### config.mk
export PLATFORM = sky130hd
export DESIGN_NAME = mfp_top
export DESIGN_NICKNAME = d
export VERILOG_FILES = /design/src/core/mfp_pkg.sv /design/src/core/mfp_pin_driver.sv /design/src/core/mfp_func_decode.sv /design/src/core/mfp_top.sv
export VERILOG_INCLUDE_DIRS = /design/src /design/src/core
export SDC_FILE = /design/constraint.sdc
export NUM_CORES = 1
export LEC_CHECK = 0
export ABC_AREA = 1
export ABC_CLOCK_PERIOD_IN_PS = 1400
export BUFFER_PORTS_ARGS = -buffer_cell sky130_fd_sc_hd__buf_2
export CORE_MARGIN = 1
export CORE_UTILIZATION = 49
export DETAILED_ROUTE_END_ITERATION = 12
export HOLD_SLACK_MARGIN = 0.05
export PLACE_DENSITY = 0.74
export SLEW_MARGIN = 20
export SYNTH_ARGS = -nofsm -noshare
export SYNTH_HDL_FRONTEND = slang
export SYNTH_SLANG_ARGS = --single-unit
### constraint.sdc
create_clock -name REF_CLK -period 1.4 [get_ports REF_CLK]
set_input_delay 0.14 -clock REF_CLK [delete_from_list [all_inputs] [get_ports REF_CLK]]
set_output_delay 0.14 -clock REF_CLK [all_outputs]
set_load 0.02 [all_outputs]
### src/core/mfp_params.svh
// constants for the multifunction pin block: offsets, fields, reset values
// Operation
// - Bidirectional pin function select in bits 7 to 4 maps 0 disabled, 1 general output, 2 interrupt, 4 PDM clock.
// - Bidirectional function code 7 powers down all converter channels and code 8 is the mic bias switch input.
// - Bidirectional codes 9 to 13 are general input, master clock, serial audio in, PDM data A and PDM data B.
// - Bidirectional drive field in bits 2 to 0 resets to 2 and selects hi-z, push-pull, low/weak-high, low only, weak-low/high, high only.
// - Output-only pin function select resets to 0 and supports disabled, general output, interrupt and PDM clock.
// - Output-only pin drive field resets to 0 and supports hi-z, push-pull, low only and high only; the code also accepts low/weak-high and weak-low/high.
// - Output-level bit 7 sets the bidirectional pin level while it is a general output.
// - Output-level bit 6 sets the output-only pin level while it is a general output.
// - Monitor bit 7 returns the sampled bidirectional pin level while it is a general input.
// - Reserved bits read as their reset values and software writes only those values.
// - The bidirectional configuration register resets to 0x22.
// - A pin used as the interrupt output asserts at the level given by the interrupt polarity.
`ifndef MFP_PARAMS_SVH
`define MFP_PARAMS_SVH
`define MFP_ADDR_BIDIR_CFG   8'h21
`define MFP_ADDR_OUT_CFG     8'h22
`define MFP_ADDR_OUT_LEVELS  8'h29
`define MFP_ADDR_IN_MONITOR  8'h2A
`define MFP_RST_BIDIR_CFG    8'h22
`define MFP_RST_OUT_CFG      8'h00
`define MFP_RST_OUT_LEVELS   8'h00
`define MFP_RST_IN_MONITOR   8'h00
`define MFP_FUNC_MSB         7
`define MFP_FUNC_LSB         4
`define MFP_DRV_MSB          2
`define MFP_DRV_LSB          0
`define MFP_BIDIR_LEVEL_BIT  7
`define MFP_OUT_LEVEL_BIT    6
`define MFP_MON_BIT          7
`endif

### src/core/mfp_pkg.sv
// types for the multifunction pin block
package mfp_pkg;
  typedef logic [7:0] mfp_byte_t;
  typedef enum logic [3:0] {
    MFP_FN_DISABLED  = 4'h0,
    MFP_FN_GEN_OUT   = 4'h1,
    MFP_FN_IRQ_OUT   = 4'h2,
    MFP_FN_PDM_CLK   = 4'h4,
    MFP_FN_POWERDOWN = 4'h7,
    MFP_FN_BIAS_SW   = 4'h8,
    MFP_FN_GEN_IN    = 4'h9,
    MFP_FN_MCLK_IN   = 4'hA,
    MFP_FN_SERIAL_IN = 4'hB,
    MFP_FN_PDM_DAT_A = 4'hC,
    MFP_FN_PDM_DAT_B = 4'hD
  } mfp_func_e;
  typedef enum logic [2:0] {
    MFP_DRV_HIZ       = 3'h0,
    MFP_DRV_PUSH_PULL = 3'h1,
    MFP_DRV_LOW_WEAKH = 3'h2,
    MFP_DRV_LOW_ONLY  = 3'h3,
    MFP_DRV_WEAKL_HI  = 3'h4,
    MFP_DRV_HI_ONLY   = 3'h5
  } mfp_drv_e;
endpackage

### src/core/mfp_pin_driver.sv
// drive-style resolver: turns a wanted level into strong/weak enables
`timescale 1ns/10ps
module mfp_pin_driver (
  input  wire logic [2:0] drive_style,
  input  wire logic       drive_active,
  input  wire logic       level,
  output logic            strong_oe,
  output logic            weak_oe,
  output logic            out_value
);
  import mfp_pkg::*;
  always_comb begin
    strong_oe = 1'b0;
    weak_oe   = 1'b0;
    out_value = level;
    if (drive_active) begin
      case (drive_style)
        MFP_DRV_PUSH_PULL: strong_oe = 1'b1;
        MFP_DRV_LOW_WEAKH: begin
          strong_oe = ~level;
          weak_oe   = level;
        end
        MFP_DRV_LOW_ONLY:  strong_oe = ~level;
        MFP_DRV_WEAKL_HI: begin
          strong_oe = level;
          weak_oe   = ~level;
        end
        MFP_DRV_HI_ONLY:   strong_oe = level;
        default: begin
          strong_oe = 1'b0;
          weak_oe   = 1'b0;
        end
      endcase
    end
  end
endmodule

### src/core/mfp_func_decode.sv
// function-code decoder for one pin
`timescale 1ns/10ps
module mfp_func_decode (
  input  wire logic [3:0] func_sel,
  input  wire logic       gen_level,
  input  wire logic       irq_active,
  input  wire logic       irq_polarity,
  input  wire logic       pdm_clk,
  output logic            drive_active,
  output logic            level,
  output logic            is_gen_in
);
  import mfp_pkg::*;
  always_comb begin
    drive_active = 1'b0;
    level        = 1'b0;
    is_gen_in    = 1'b0;
    case (func_sel)
      MFP_FN_GEN_OUT: begin
        drive_active = 1'b1;
        level        = gen_level;
      end
      MFP_FN_IRQ_OUT: begin
        drive_active = 1'b1;
        level        = irq_polarity ? irq_active : ~irq_active;
      end
      MFP_FN_PDM_CLK: begin
        drive_active = 1'b1;
        level        = pdm_clk;
      end
      MFP_FN_GEN_IN:  is_gen_in = 1'b1;
      default: begin
        drive_active = 1'b0;
        level        = 1'b0;
      end
    endcase
  end
endmodule

### src/core/mfp_top.sv
// multifunction pin configuration, levels and monitor, with register port
`timescale 1ns/10ps
`include "mfp_params.svh"
module mfp_top (
  input  wire logic             REF_CLK,
  input  wire logic             ARST_N,
  input  wire logic             REG_WR,
  input  wire logic             REG_RD,
  input  wire mfp_pkg::mfp_byte_t REG_ADDR,
  input  wire mfp_pkg::mfp_byte_t REG_WDATA,
  output mfp_pkg::mfp_byte_t    REG_RDATA,
  input  wire logic             IRQ_ACTIVE,
  input  wire logic             IRQ_POLARITY,
  input  wire logic             PDM_CLK_GEN,
  input  wire logic             BIDIR_PIN_I,
  output logic                  BIDIR_PIN_O,
  output logic                  BIDIR_PIN_OE,
  output logic                  BIDIR_PIN_WEAK_OE,
  output logic                  OUTPIN_O,
  output logic                  OUTPIN_OE,
  output logic                  OUTPIN_WEAK_OE,
  output logic                  POWERDOWN_ALL,
  output logic                  MIC_BIAS_SWITCH,
  output logic                  MCLK_IN,
  output logic                  SERIAL_AUDIO_IN,
  output logic                  DENSITY_MOD_DATA_A,
  output logic                  DENSITY_MOD_DATA_B
);
  import mfp_pkg::*;

  ////////////////////////////////////////////////////////////////////////////
  // register file
  logic [3:0] bidir_function_sel_q,  bidir_function_sel_d;
  logic [2:0] bidir_drive_style_q,   bidir_drive_style_d;
  logic [3:0] outpin_function_sel_q, outpin_function_sel_d;
  logic [2:0] outpin_drive_style_q,  outpin_drive_style_d;
  logic       bidir_out_level_q,     bidir_out_level_d;
  logic       outpin_out_level_q,    outpin_out_level_d;
  logic       bidir_in_level_q,      bidir_in_level_d;
  mfp_byte_t  rdata_q,               rdata_d;
  mfp_byte_t  rst_bidir;
  mfp_byte_t  rst_out;

  assign rst_bidir = `MFP_RST_BIDIR_CFG;
  assign rst_out   = `MFP_RST_OUT_CFG;

  always_comb begin
    bidir_function_sel_d  = bidir_function_sel_q;
    bidir_drive_style_d   = bidir_drive_style_q;
    outpin_function_sel_d = outpin_function_sel_q;
    outpin_drive_style_d  = outpin_drive_style_q;
    bidir_out_level_d     = bidir_out_level_q;
    outpin_out_level_d    = outpin_out_level_q;
    // reserved bits are not stored; writes to them are dropped
    if (REG_WR) begin
      case (REG_ADDR)
        `MFP_ADDR_BIDIR_CFG: begin
          bidir_function_sel_d = REG_WDATA[`MFP_FUNC_MSB:`MFP_FUNC_LSB];
          bidir_drive_style_d  = REG_WDATA[`MFP_DRV_MSB:`MFP_DRV_LSB];
        end
        `MFP_ADDR_OUT_CFG: begin
          outpin_function_sel_d = REG_WDATA[`MFP_FUNC_MSB:`MFP_FUNC_LSB];
          outpin_drive_style_d  = REG_WDATA[`MFP_DRV_MSB:`MFP_DRV_LSB];
        end
        `MFP_ADDR_OUT_LEVELS: begin
          bidir_out_level_d  = REG_WDATA[`MFP_BIDIR_LEVEL_BIT];
          outpin_out_level_d = REG_WDATA[`MFP_OUT_LEVEL_BIT];
        end
        default: begin
          bidir_out_level_d = bidir_out_level_q;
        end
      endcase
    end
  end

  ////////////////////////////////////////////////////////////////////////////
  // pin decode
  logic bidir_drive_active, bidir_level, bidir_is_gen_in;
  logic out_drive_active,   out_level;
  logic bidir_strong, bidir_weak, bidir_val;
  logic out_strong,   out_weak,   out_val;

  mfp_func_decode u_bidir_dec (
    .func_sel     (bidir_function_sel_q),
    .gen_level    (bidir_out_level_q),
    .irq_active   (IRQ_ACTIVE),
    .irq_polarity (IRQ_POLARITY),
    .pdm_clk      (PDM_CLK_GEN),
    .drive_active (bidir_drive_active),
    .level        (bidir_level),
    .is_gen_in    (bidir_is_gen_in)
  );

  mfp_func_decode u_out_dec (
    .func_sel     (outpin_function_sel_q),
    .gen_level    (outpin_out_level_q),
    .irq_active   (IRQ_ACTIVE),
    .irq_polarity (IRQ_POLARITY),
    .pdm_clk      (PDM_CLK_GEN),
    .drive_active (out_drive_active),
    .level        (out_level),
    .is_gen_in    ()
  );

  mfp_pin_driver u_bidir_drv (
    .drive_style  (bidir_drive_style_q),
    .drive_active (bidir_drive_active),
    .level        (bidir_level),
    .strong_oe    (bidir_strong),
    .weak_oe      (bidir_weak),
    .out_value    (bidir_val)
  );

  mfp_pin_driver u_out_drv (
    .drive_style  (outpin_drive_style_q),
    .drive_active (out_drive_active),
    .level        (out_level),
    .strong_oe    (out_strong),
    .weak_oe      (out_weak),
    .out_value    (out_val)
  );

  ////////////////////////////////////////////////////////////////////////////
  // input roles, monitor and read data
  logic pd_d, bias_d, mclk_d, serial_audio_in_d, pdma_d, pdmb_d;
  logic pd_q, bias_q, mclk_q, serial_audio_in_q, pdma_q, pdmb_q;
  logic b_o_q, b_oe_q, b_w_q, o_o_q, o_oe_q, o_w_q;

  always_comb begin
    pd_d   = (bidir_function_sel_q == MFP_FN_POWERDOWN);
    bias_d = (bidir_function_sel_q == MFP_FN_BIAS_SW) & BIDIR_PIN_I;
    mclk_d = (bidir_function_sel_q == MFP_FN_MCLK_IN) & BIDIR_PIN_I;
    serial_audio_in_d = (bidir_function_sel_q == MFP_FN_SERIAL_IN) & BIDIR_PIN_I;
    pdma_d = (bidir_function_sel_q == MFP_FN_PDM_DAT_A) & BIDIR_PIN_I;
    pdmb_d = (bidir_function_sel_q == MFP_FN_PDM_DAT_B) & BIDIR_PIN_I;
    // monitor holds its last value once the pin leaves the input role
    bidir_in_level_d = bidir_is_gen_in ? BIDIR_PIN_I : bidir_in_level_q;
    rdata_d = 8'h00;
    if (REG_RD) begin
      case (REG_ADDR)
        `MFP_ADDR_BIDIR_CFG:  rdata_d = {bidir_function_sel_q, rst_bidir[3], bidir_drive_style_q};
        `MFP_ADDR_OUT_CFG:    rdata_d = {outpin_function_sel_q, rst_out[3], outpin_drive_style_q};
        `MFP_ADDR_OUT_LEVELS: rdata_d = {bidir_out_level_q, outpin_out_level_q, 6'h00};
        `MFP_ADDR_IN_MONITOR: rdata_d = {bidir_in_level_q, 7'h00};
        default:              rdata_d = 8'h00;
      endcase
    end
  end

  always_ff @(posedge REF_CLK or negedge ARST_N) begin
    if (!ARST_N) begin
      bidir_function_sel_q  <= 4'(`MFP_RST_BIDIR_CFG >> `MFP_FUNC_LSB);
      bidir_drive_style_q   <= 3'(`MFP_RST_BIDIR_CFG);
      outpin_function_sel_q <= 4'(`MFP_RST_OUT_CFG >> `MFP_FUNC_LSB);
      outpin_drive_style_q  <= 3'(`MFP_RST_OUT_CFG);
      bidir_out_level_q     <= 1'b0;
      outpin_out_level_q    <= 1'b0;
      bidir_in_level_q      <= 1'b0;
      rdata_q               <= 8'h00;
      pd_q   <= 1'b0;
      bias_q <= 1'b0;
      mclk_q <= 1'b0;
      serial_audio_in_q <= 1'b0;
      pdma_q <= 1'b0;
      pdmb_q <= 1'b0;
      b_o_q  <= 1'b0;
      b_oe_q <= 1'b0;
      b_w_q  <= 1'b0;
      o_o_q  <= 1'b0;
      o_oe_q <= 1'b0;
      o_w_q  <= 1'b0;
    end else begin
      bidir_function_sel_q  <= bidir_function_sel_d;
      bidir_drive_style_q   <= bidir_drive_style_d;
      outpin_function_sel_q <= outpin_function_sel_d;
      outpin_drive_style_q  <= outpin_drive_style_d;
      bidir_out_level_q     <= bidir_out_level_d;
      outpin_out_level_q    <= outpin_out_level_d;
      bidir_in_level_q      <= bidir_in_level_d;
      rdata_q               <= rdata_d;
      pd_q   <= pd_d;
      bias_q <= bias_d;
      mclk_q <= mclk_d;
      serial_audio_in_q <= serial_audio_in_d;
      pdma_q <= pdma_d;
      pdmb_q <= pdmb_d;
      // pin outputs registered: one cycle latency traded for glitch-free pads
      b_o_q  <= bidir_val;
      b_oe_q <= bidir_strong;
      b_w_q  <= bidir_weak;
      o_o_q  <= out_val;
      o_oe_q <= out_strong;
      o_w_q  <= out_weak;
    end
  end

  assign REG_RDATA          = rdata_q;
  assign BIDIR_PIN_O        = b_o_q;
  assign BIDIR_PIN_OE       = b_oe_q;
  assign BIDIR_PIN_WEAK_OE  = b_w_q;
  assign OUTPIN_O           = o_o_q;
  assign OUTPIN_OE          = o_oe_q;
  assign OUTPIN_WEAK_OE     = o_w_q;
  assign POWERDOWN_ALL      = pd_q;
  assign MIC_BIAS_SWITCH    = bias_q;
  assign MCLK_IN            = mclk_q;
  assign SERIAL_AUDIO_IN    = serial_audio_in_q;
  assign DENSITY_MOD_DATA_A = pdma_q;
  assign DENSITY_MOD_DATA_B = pdmb_q;
endmodule

=== Yosys cells after proc, flatten, opt, wreduce, memory -nomap -nowiden ===
Cells that the tools add are included.

* Bits in registers: 37
* Latch bits: 0
* RAM bits: 0
* ROM bits: 0
* Output and inout port bits: 20
* Logic and storage cells: 80
* Memories kept: 0

* Add/subtract/negate cells: 0
* Multipliers: 0
* Div/mod/pow operators: 0
* Order comparisons: 0
* Equality and inequality tests: 27
* Shift-type cells: 0
* Mux-type cells: 16
* Bitwise logic cells: 8
* Reductions and logical operators: 9

{| class="wikitable"
|+ Operator list
! operator !! count
|-
| 8-bit by 6-bit == test with 1-bit output, second input constant || 4
|-
| 8-bit case mux with 4 select lines || 1
|-
| 4-bit == test, second input constant || 6
|-
| 3-bit by 2-bit == test with 1-bit output, second input constant || 4
|-
| 3-bit == test, second input constant || 4
|-
| 4-bit by 3-bit == test with 1-bit output, second input constant || 3
|-
| 1-bit case mux with 3 select lines || 4
|-
| 4-bit by 1-bit == test with 1-bit output, second input constant || 2
|-
| 4-bit by 2-bit == test with 1-bit output, second input constant || 2
|-
| 1-bit two-way mux || 8
|-
| 8-bit two-way mux || 1
|-
| 2-bit OR reduction || 4
|-
| 3-bit by 1-bit == test with 1-bit output, second input constant || 2
|-
| 2-bit AND reduction || 3
|-
| 3-bit OR reduction || 2
|-
| 1-bit bitwise AND || 5
|-
| 1-bit case mux with 2 select lines || 2
|-
| 1-bit NOT || 3
|}

=== Depth between registers and ports, before layout ===
Gate-level depths: netlist (run 1).

* Depth after elaboration: 6
* Depth in mapped cells: 9
* Gate-level depth less buffers: 8

=== Modules after synthesis ===
From an unflattened synthesis (run 1), not the netlist that was laid out.

* Cells, all modules: 244
* Area, all modules: 1901.8 um2

{| class="wikitable"
|+ Modules (own cells, without submodules)
! module !! instances !! cells an instance !! area an instance (um2) !! seq. area each (um2)
|-
| mfp_top || 1 || 156 || 1468.9 || 903.4
|-
| mfp_pin_driver || 2 || 20 || 113.9 || 0.0
|-
| mfp_func_decode || 2 || 24 || 102.6 || 0.0
|}

=== Worst setup path after synthesis (run 1) ===
Ideal clock, no wire load.

* Path kind: reg2reg
* From: register bidir_function_sel_q[1]
* To: register b_oe_q (netlist: BIDIR_PIN_OE)
* Library setup time: 0.120 ns
* Arrival time: 1.117 ns
* Data required time: 1.280 ns
* Setup slack: 0.163 ns
* Cell stages (with the launch flop): 8
* Buffers on the path: 0
* Path through: dfstp_2 > inv_1 > nand2_1 > nor3_1 > nand2_1 > nand3_2 > o21ai_0 > nor2_1

* Longest elaborated chain between the ends: 5
* Elaborated cells between the ends (all ways): 9
* Those cells by class: eq/ne (3); mux (4); bitwise (1); reduce/logical (1)

{| class="wikitable"
|+ RTL lines
! element !! RTL line !! text
|-
| start, declared || mfp_top.sv:33 || <nowiki>logic [3:0] bidir_function_sel_q, bidir_function_sel_d;</nowiki>
|-
| start signal, assigned || mfp_top.sv:152 || <nowiki>bidir_function_sel_q <= 4'(`MFP_RST_BIDIR_CFG >> `MFP_FUNC_LSB);</nowiki>
|-
| start signal, assigned || mfp_top.sv:173 || <nowiki>bidir_function_sel_q <= bidir_function_sel_d;</nowiki>
|-
| 4-bit by 3-bit == test with 1-bit output (tied with other cells) || mfp_func_decode.sv:18 || <nowiki>case (func_sel)</nowiki>
|-
| 1-bit case mux with 3 select lines (*) || mfp_func_decode.sv:18 ||
|-
| named net bidir_level || mfp_top.sv:78 || <nowiki>logic bidir_drive_active, bidir_level, bidir_is_gen_in;</nowiki>
|-
| 1-bit NOT || mfp_pin_driver.sv:20, mfp_pin_driver.sv:23 ||
|-
| 1-bit case mux with 3 select lines (*) || mfp_pin_driver.sv:17 || <nowiki>case (drive_style)</nowiki>
|-
| 1-bit two-way mux (*) || mfp_pin_driver.sv:16 || <nowiki>if (drive_active) begin</nowiki>
|-
| named net bidir_strong || mfp_top.sv:80 || <nowiki>logic bidir_strong, bidir_weak, bidir_val;</nowiki>
|-
| end signal, assigned || mfp_top.sv:189 || <nowiki>b_oe_q <= bidir_strong;</nowiki>
|-
| end, declared || mfp_top.sv:127 || <nowiki>logic b_o_q, b_oe_q, b_w_q, o_o_q, o_oe_q, o_w_q;</nowiki>
|}

Mark *: on every way through the listed nets, which the timed path passes. The rest lies on a longest branch.
A chain may end at the register's enable or synchronous reset.

=== Worst setup path in the final report (run 1) ===
Same ends and word-level chain as after synthesis.

==> results of run 1 <==
[registers in the layout, summed over array words and instances (netlist names), 3 cells and up]
signal / count
REG_RDATA: 7
bidir_drive_style_q: 3
outpin_drive_style_q: 3
bidir_function_sel_q: 4
outpin_function_sel_q: 4
[worst max-delay path, cell delays in order (launching register included)]
cell and delay [ps]:
dfstp_2 600, inv_2 80, nand2_1 110, nor3_2 60, nand2_1 80, nand3_2 110, o21ai_1 140, nor2_1 50
[layer usage]
layer	track usage (%)	up-vias	part of all wire [%]
met4	10.5	0	2.4
li1	-	766	-
met5	0	-	0
met1	24.7	661	47
met2	32.9	49	46
met3	5.38	9	4.9
[layout by cell type (no fill, tap or decap), types with 2 or more instances in the layout]
cell	count
dlygate4sd3_1	3
nand4_1	3
nand3_2	2
o21ai_2	14
nand2_1	52
a21oi_1	8
clkbuf_1	2
inv_2	4
inv_1	29
a31oi_1	2
nor3_1	8
ha_1	2
nor2_1	15
nor2_2	3
buf_4	9
dfrtp_1	34
clkbuf_4	5
nand2_2	4
o21ai_0	4
nand3_1	9
buf_2	41
dfstp_2	2
[power by group through the flow]
stage | Combinational (mW) | Clock [mW] | Sequential, mW
finish | 0.239 | 0.552 | 1.10
global route | 0.276 | 0.604 | 1.11
CTS | 0.234 | 0.569 | 1.10
detailed placement | 0.227 | 0 | 1.12
global placement | 0.221 | 0 | 1.12
floorplan | 0.122 | 0 | 1.12
[kinds of logic (layout without fill, tap and decap cells)]
logic type	after synthesis	after routing	share of synthesized area, %
fa+ha+maj	2	2	1.43
buf+inv	36	94	8.77
flops	36	36	51.5
simple gates	100	100	25.8
compound gates	31	31	12.3
other cells	1	1	0.214
[synth_stat cells, drive strengths merged]
master and instances:
a31oi 2, nand2 57, o21ai 19, dfrtp 34, ha 2, o31ai 1, nor2 18, dfstp 2
o211ai 1, a21oi 8, nor4 1, nand3 11, inv 33, nor3 10, buf 3, conb 1
nand4 3
[final timing paths]
kind | from | endpoint | slack, ps | cells after the start
worst max register to register | bidir_function_sel_q[1] | BIDIR_PIN_OE | 70 | 7
worst min register to register | outpin_function_sel_q[2] | outpin_function_sel_q[2] | 530 | 2
max in group asynchronous | ARST_N | bidir_drive_style_q[1] | 690 | 3
worst max-delay path | bidir_function_sel_q[1] | BIDIR_PIN_OE | 70 | 7
worst min-delay path | BIDIR_PIN_I | bidir_in_level_q | 70 | 3
min in group asynchronous | ARST_N | MIC_BIAS_SWITCH | 370 | 3
[final cells by class]
cell class                      count  area (um2)  area share, %
Clock buffer                        8        58.8           2.73
Inverter                           33         124           5.75
Multi-Input combinational cell    134         707           32.8
Sequential cell                    36         903           42.0
Tap cell                           46        57.6           2.67
Timing Repair Buffer               53         303           14.1
[timing repair]
item | in CTS | in global routing
hold buffers | 3 | 0
gates resized for setup | 0 | 6
hold endpoints to repair | 36 | 0
setup buffers | 0 | 1
setup endpoints to repair | 0 | 2
==> impl_metrics.env, run 1 <==
export IMPL_max_freq_ghz=0.749
export IMPL_seqPwrFrac_pct=58.2
export IMPL_dp_hpwl_mm=2.54
export IMPL_grt_use_total_pct=20.2
export IMPL_fin_ws_ps=65.2
export IMPL_path_max_fanout=5
export IMPL_grt_max_degree=37
export IMPL_crit_type="flop to flop"
export IMPL_dieArea_um2=3820
export IMPL_cp_required_ps=1630
export IMPL_slew_viol_final=0
export IMPL_grt_pass1_wl_mm=5.44
export IMPL_period_share_pct=95.3
export IMPL_status="finished, final reports clean"
export IMPL_layout_drive_gt1_share_pct=33.3
export IMPL_vias_per_cell=4.79
export IMPL_combPwrFrac_pct=12.6
export IMPL_cts_sinks=36
export IMPL_routed_wl_mm=3.37
export IMPL_power_switching_mw=0.481
export IMPL_clock_tree_buffer_depth=2
export IMPL_antenna_found_initial=0
export IMPL_cp_end_kind="flop"
export IMPL_p_leak_nw=1.17
export IMPL_utilization_pct=63.5
export IMPL_finClkSkew_ps=4.75
export IMPL_wl_per_cell_um=10.9
export IMPL_dr_total_vias=1485
export IMPL_cts_made_buffers=5
export IMPL_core_area_um2=3390
export IMPL_gr_total_overflow=0
export IMPL_period_needed_ps=1330
export IMPL_cts_htree_levels=2
export IMPL_place_gp_congestion=0.844
export IMPL_postLayoutCellArea_um2=2150
export IMPL_place_area_um2=2050
export IMPL_crit_arrival_ps=1570
export IMPL_clock_latency_ps=330
export IMPL_tritoncts="done"
export IMPL_cts_root_buf="clkbuf_4"
export IMPL_yosys_warnings=0
export IMPL_power_density_nw_per_um2=878
export IMPL_yosysSeqAreaShare_pct=51.5
export IMPL_first_global_vias=1282
export IMPL_dp_worst_setup_slack_ps=56.4
export IMPL_cts_clk_slew_worst_paths_ps=90
export IMPL_holdWs_ps=66.5
export IMPL_dp_cells=298
export IMPL_setup_tns_ps=0
export IMPL_clkPwrFrac_pct=29.2
export IMPL_synth_top_area_share_pct=48.5
export IMPL_pin_count=44
export IMPL_worst_setup_path_start_kind="flop"
export IMPL_ant_nets=0
export IMPL_area_delta_synth_final_pct=22.8
export IMPL_yosys_register_bits=36
export IMPL_drt_iter0_markers=67
export IMPL_setup_viol=0
export IMPL_fill_cells=293
export IMPL_die_width_um=61.8
export IMPL_numPortBuffers=41
export IMPL_synth_area_top_cells="dfrtp_1, nand2_1, o21ai_2, inv_1, nor2_1"
export IMPL_ir_worst_vdd_v=0.000501
export IMPL_nets=289
export IMPL_yosysTopAreaCell="dfrtp_1"
export IMPL_hold_viol=0
export IMPL_synth_area_um2=1750
export IMPL_synth_cells=206
export IMPL_maxCapViolCount=0
export IMPL_p_total_mw=1.89
export IMPL_p_int_mw=1.41
export IMPL_fin_cells=310
export IMPL_drc=0
export IMPL_num_rows=21
export IMPL_start_util_pct=51.8
export IMPL_synth_area_per_cell_um2=8.52
export IMPL_hp_class="input port to flop"
export IMPL_floorplan_die_height_um=61.8
export IMPL_swShare_pct=25.4
export IMPL_synth_nets=232
export IMPL_synth_cell_types=25
export IMPL_antenna_cells=0
export IMPL_firstDrtPassIters=4
Note: power is estimated with default switching activity, not from simulation.
==> run 2, diff against run 1 <==
- ABC_AREA: 1 -> 0
- PLACE_DENSITY: 0.74 -> 0.75
==> impl_metrics.env, run 2 <==
export IMPL_status="complete, but fails checks"
export IMPL_failed_checks="setup timing"
export IMPL_fin_ws_ps=-188
export IMPL_yosys_warnings=0
export IMPL_rsz0062_at_grt="yes"
export IMPL_clock_tree_buffer_depth=2
export IMPL_worst_setup_path_start_kind="flop"
export IMPL_period_share_pct=113
export IMPL_crit_chain="nor4bb_2 -> a31oi_1 -> a21oi_4 -> nor4b_2 -> or3_1"
export IMPL_num_rows=20
export IMPL_critPathMaxStageDelay_ps=420
export IMPL_drc=0
export IMPL_hold_path_depth=2
export IMPL_drt_iter0_markers=53
export IMPL_die_width_um=60.6
export IMPL_cp_required_ps=1610
export IMPL_path_max_fanout=4
export IMPL_ant_nets=0
export IMPL_grt_max_degree=21
export IMPL_async_flop_share_pct=100
export IMPL_crit_type="flop to flop"
export IMPL_area_delta_synth_final_pct=33.5
export IMPL_synth_cell_types=43
export IMPL_cts_clk_slew_worst_paths_ps=100
export IMPL_place_area_um2=2090
export IMPL_p_leak_nw=1.12
export IMPL_nets=238
export IMPL_clock_latency_ps=340
export IMPL_hold_viol=0
export IMPL_synth_area_um2=1690
export IMPL_yosysTopAreaCell="dfrtp_1"
export IMPL_fill_cells=238
export IMPL_yosys_register_bits=36
export IMPL_max_freq_ghz=0.630
export IMPL_routed_wl_mm=3.72
export IMPL_synth_area_top_cells="dfrtp_1, mux2_2, nor2_1, dfstp_2, a22oi_1"
export IMPL_finClkSkew_ps=16.1
export IMPL_power_density_nw_per_um2=859
export IMPL_ir_worst_vdd_v=0.000727
export IMPL_cts_root_buf="clkbuf_4"
export IMPL_period_needed_ps=1590
export IMPL_cts_made_buffers=5
export IMPL_core_area_um2=3150
export IMPL_synth_edf_count=0
export IMPL_reg2reg_depth=5
export IMPL_whs_endpoint="bidir_function_sel_q[0]"
export IMPL_synth_nets=169
export IMPL_largest_register_ffs=7
export IMPL_postLayoutCellArea_um2=2250
export IMPL_final_common_cell="buf_2"
export IMPL_numPortBuffers=41
export IMPL_grt_use_total_pct=23.5
export IMPL_setup_viol=5
export IMPL_dp_hpwl_mm=2.85
export IMPL_fin_cells=257
export IMPL_rrSetupSlack_ps=-190
export IMPL_dieArea_um2=3680
export IMPL_dr_total_vias=1362
export IMPL_tritoncts="done"
export IMPL_final_cell_mix="buf_2, dfrtp_1, buf_4"
export IMPL_ys_top_cells_by_count="dfrtp_1, nor2_1, mux2_2"
export IMPL_hp_class="input port to flop"
export IMPL_worstHoldStart="REG_WDATA[4]"
export IMPL_dp_cells=243
export IMPL_firstDrtPassIters=4
export IMPL_synth_top_area_share_pct=50.5
export IMPL_place_gp_congestion=0.831
export IMPL_synth_cells=143
export IMPL_slew_viol_final=0
export IMPL_layout_drive_gt1_share_pct=50.2
export IMPL_start_util_pct=53.5
export IMPL_grt_pass1_wl_mm=6.21
export IMPL_maxCapViolCount=0
export IMPL_cts_htree_levels=2
export IMPL_yosys_cell_count_top_type="dfrtp_1"
export IMPL_wl_per_cell_um=14.5
export IMPL_yosysSeqAreaShare_pct=53.6
export IMPL_gr_total_overflow=0
export IMPL_r2r_start="outpin_function_sel_q[0]"
export IMPL_crit_arrival_ps=1800
export IMPL_synth_area_per_cell_um2=11.8
export IMPL_synthFlopType="dfrtp_1"
export IMPL_critPathLaunch="outpin_function_sel_q[0]"
export IMPL_antenna_cells=0
export IMPL_antenna_found_initial=0
export IMPL_cts_sinks=36
export IMPL_rr_endpoint="OUTPIN_OE"
export IMPL_pin_count=44
export IMPL_slowest_stage="dfrtp_1"
export IMPL_floorplan_die_height_um=60.6
export IMPL_vias_per_cell=5.30
export IMPL_first_global_vias=1370
export IMPL_cp_end_kind="flop"
run 2: cell types whose count changed after synthesis, sizes merged, moves of 3 or more:
cell	change
nor4b	+4
nand4	-3
nor3	-5
inv	-28
nand2	-55
buf	+3
a21oi	-4
mux2i	+3
nand3	-7
nand3b	+3
mux2	+17
o21ai	-17
a22oi	+6
run 2: critical path, delay by kind of cell, from the launching register on:
| family | cells | cell delay [ps] |
|---|---|---|
| simple gates | 3 | 710 |
| flops | 1 | 420 |
| compound gates | 2 | 350 |
run 2: where the power goes:
group          internal [mW]  total, mW  switching [mW]
Clock                  0.239      0.572           0.332
Sequential              1.07       1.11          0.0344
Combinational          0.133      0.256           0.123
run 2: what timing repair did:
item	CTS	global route
buffers inserted	1	1
endpoints found under the setup margin	5	5
endpoints found under the hold margin	41	0
resized for setup	6	7
pin swaps	7	8
hold buffers	4	0
run 2: cell families after synthesis:
family                     after synthesis  share of synthesized area [%]
AOI/OAI and AO/OA                       18                           8.09
xor gates and xnor gates                 3                           1.56
adders and majority gates                2                           1.48
buffers and inverters                   12                           3.79
DFF                                     36                           53.6
muxes                                   20                           13.1
other                                    1                          0.223
and+or+nand+nor                         51                           18.1
run 2: metal layers:
layer  vias up  track usage (%)  wire [um]
li1        644                -          -
met1       663             27.6       1490
met2        49             42.2       2000
met3         6             4.69        187
met4         0             9.42         44
met5         -                0          0
run 2: through the flow:
step / setup WS [ps] / setup TNS [ps] / utilization, % / hold slack [ps] / total power [mW]
final: -188 / -430 / 71.3 / 69.2 / 1.93
after global routing: -271 / -867 / 71.3 / 53.8 / 2.01
after CTS: -167 / -447 / 70.2 / 59.0 / 1.93
after detailed placement: -172 / -3170 / 66.3 / 86.4 / 1.36
after global placement: -89.4 / -1480 / 66.3 / 82.1 / 1.34
after floorplan: -65.7 / -109 / - / -156 / 1.23
run 2: worst max-delay path by stage:
stage	to	slack, ps	cells after the start
final	OUTPIN_OE	-190	5
after global routing	OUTPIN_OE	-270	5
after CTS	OUTPIN_OE	-170	5
after detailed placement	OUTPIN_OE	-170	5
after global placement	OUTPIN_OE	-90	5
after floorplan	OUTPIN_OE	-70	5
run 2: layout make-up:
type	instances	area [um2]	share of cell area [%]
Timing Repair Buffer	69	445	19.8
Clock buffer	6	51.3	2.28
Tap cell	44	55.1	2.45
Clock inverter	2	10.0	0.445
Multi-Input combinational cell	95	762	33.9
Sequential cell	36	907	40.3
Inverter	5	18.8	0.834
==> run 3, diff against run 2 <==
- PLACE_DENSITY: 0.75 -> 0.79
==> impl_metrics.env, run 3 (synthesis results as in run 2) <==
export IMPL_status="complete, but fails checks"
export IMPL_failed_checks="setup timing"
export IMPL_utilization_pct=72.3
export IMPL_largest_register_ffs=7
export IMPL_pin_count=44
export IMPL_swShare_pct=23.4
export IMPL_final_common_cell="buf_2"
export IMPL_grt_use_total_pct=21.6
export IMPL_crit_chain="nor4bb_2 -> a31oi_1 -> a21oi_4 -> nor4b_2 -> or3_1"
export IMPL_layout_drive_gt1_share_pct=50.0
export IMPL_first_global_vias=1345
export IMPL_firstDrtPassIters=4
export IMPL_gr_total_overflow=0
export IMPL_seqPwrFrac_pct=53.3
export IMPL_slew_viol_final=0
export IMPL_p_int_mw=1.58
export IMPL_drt_iter0_markers=43
export IMPL_die_width_um=60.6
export IMPL_cts_sinks=36
export IMPL_path_max_fanout=5
export IMPL_dp_hpwl_mm=2.61
export IMPL_crit_arrival_ps=1810
export IMPL_dr_wl_met3_um=171
export IMPL_postLayoutCellArea_um2=2280
export IMPL_r2r_start="outpin_function_sel_q[0]"
export IMPL_critPathMaxStageDelay_ps=430
export IMPL_maxCapViolCount=0
export IMPL_hp_class="input port to flop"
export IMPL_ant_nets=0
export IMPL_clkPwrFrac_pct=34.0
export IMPL_place_gp_congestion=0.818
export IMPL_floorplan_die_height_um=60.6
export IMPL_cts_made_buffers=5
export IMPL_numPortBuffers=41
export IMPL_clock_latency_ps=340
export IMPL_area_delta_synth_final_pct=35.3
export IMPL_dp_cells=241
export IMPL_setup_viol=3
export IMPL_nets=239
export IMPL_power_density_nw_per_um2=906
export IMPL_num_rows=20
export IMPL_setup_tns_ps=-346
export IMPL_ir_worst_vdd_v=0.000846
export IMPL_cts_clk_slew_worst_paths_ps=100
export IMPL_dr_wl_met2_mm=1.82
export IMPL_core_area_um2=3150
export IMPL_max_freq_ghz=0.634
export IMPL_period_share_pct=113
export IMPL_power_switching_mw=0.484
export IMPL_cp_end_kind="flop"
export IMPL_fin_cells=258
export IMPL_grt_max_degree=37
export IMPL_worst_setup_path_start_kind="flop"
export IMPL_cts_htree_levels=2
export IMPL_tritoncts="done"
export IMPL_cp_required_ps=1630
export IMPL_antenna_cells=0
export IMPL_dr_total_vias=1339
export IMPL_place_area_um2=2060
export IMPL_slowest_stage="dfrtp_1"
export IMPL_fill_cells=220
export IMPL_final_cell_mix="buf_2, dfrtp_1, buf_4"
export IMPL_holdWs_ps=70.5
export IMPL_combPwrFrac_pct=12.7
export IMPL_critPathLaunch="outpin_function_sel_q[0]"
export IMPL_p_leak_nw=1.14
export IMPL_dieArea_um2=3680
export IMPL_hold_viol=0
export IMPL_vias_per_cell=5.19
export IMPL_grt_pass1_wl_mm=5.67
export IMPL_fin_ws_ps=-177
export IMPL_rsz0062_at_grt="yes"
export IMPL_start_util_pct=53.5
export IMPL_highest_layer="met4"
export IMPL_cts_root_buf="clkbuf_4"
export IMPL_crit_type="flop to flop"
export IMPL_routed_wl_mm=3.53
export IMPL_wl_per_cell_um=13.7
export IMPL_finClkSkew_ps=6.66
export IMPL_antenna_found_initial=0
export IMPL_worstHoldStart="REG_WDATA[7]"
export IMPL_wl_met1_mm=1.47
export IMPL_period_needed_ps=1580
export IMPL_drc=0
export IMPL_clock_tree_buffer_depth=2
## run 3: cell types whose count changed in the layout (fill, tap and decap cells not counted), sizes merged
cell | previous run | this run
clkinv | 2 | 1
buf | 65 | 66
bufinv | 0 | 1
## run 3: power groups by stage
| stage | clock (mW) | combinational [mW] | sequential (mW) |
|---|---|---|---|
| floorplan | 0 | 0.105 | 1.12 |
| global placement | 0 | 0.217 | 1.12 |
| detailed placement | 0 | 0.225 | 1.12 |
| global route | 0.762 | 0.286 | 1.10 |
| finish | 0.702 | 0.261 | 1.10 |
| CTS | 0.716 | 0.254 | 1.10 |
## run 3: layout make-up
| type | instances | area, um2 | area share [%] |
|---|---|---|---|
| clock buffer | 6 | 41.3 | 1.81 |
| clock inverter | 2 | 35.0 | 1.54 |
| inverter | 5 | 18.8 | 0.823 |
| multi-input combinational | 95 | 776 | 34.0 |
| sequential | 36 | 906 | 39.7 |
| tap | 44 | 55.1 | 2.41 |
| timing repair buffer | 70 | 448 | 19.6 |
## run 3: per-stage QoR
stage                     power, mW  setup slack [ps]
after global placement         1.34              -123
after CTS                      2.07              -142
after global routing           2.15              -231
after floorplan                1.23             -65.7
after detailed placement       1.35              -176
final                          2.06              -177
## run 3: repair_timing
action                     4_1_cts  5_1_grt
setup endpoints to repair        5        5
pin swaps                        7        1
buffers inserted                 4        1
gates resized for setup          9        7
gates cloned                     0        0
hold endpoints to repair        39        0
hold buffers                     4        0
## run 3: final timing paths
kind	endpoint	slack [ps]	depth (start not counted)
max in group asynchronous	bidir_drive_style_q[1]	700	3
min	bidir_function_sel_q[3]	70	2
min reg2reg	OUTPIN_WEAK_OE	490	1
max	OUTPIN_OE	-180	5
min in group asynchronous	REG_RDATA[7]	360	3
max reg2reg	OUTPIN_OE	-180	5
## run 3: routing by layer
metal,vias up,track usage [%]
met3,9,6.61
met5,-,0
li1,648,-
met2,45,37.8
met4,0,9.09
met1,637,24.4
## run 3: worst max-delay path, delay by kind of cell, from the launching register on
kind             cells  cell delay (ps)
flip-flops           1              430
AND/OR/NAND/NOR      3              690
AO/OA/AOI/OAI        2              350
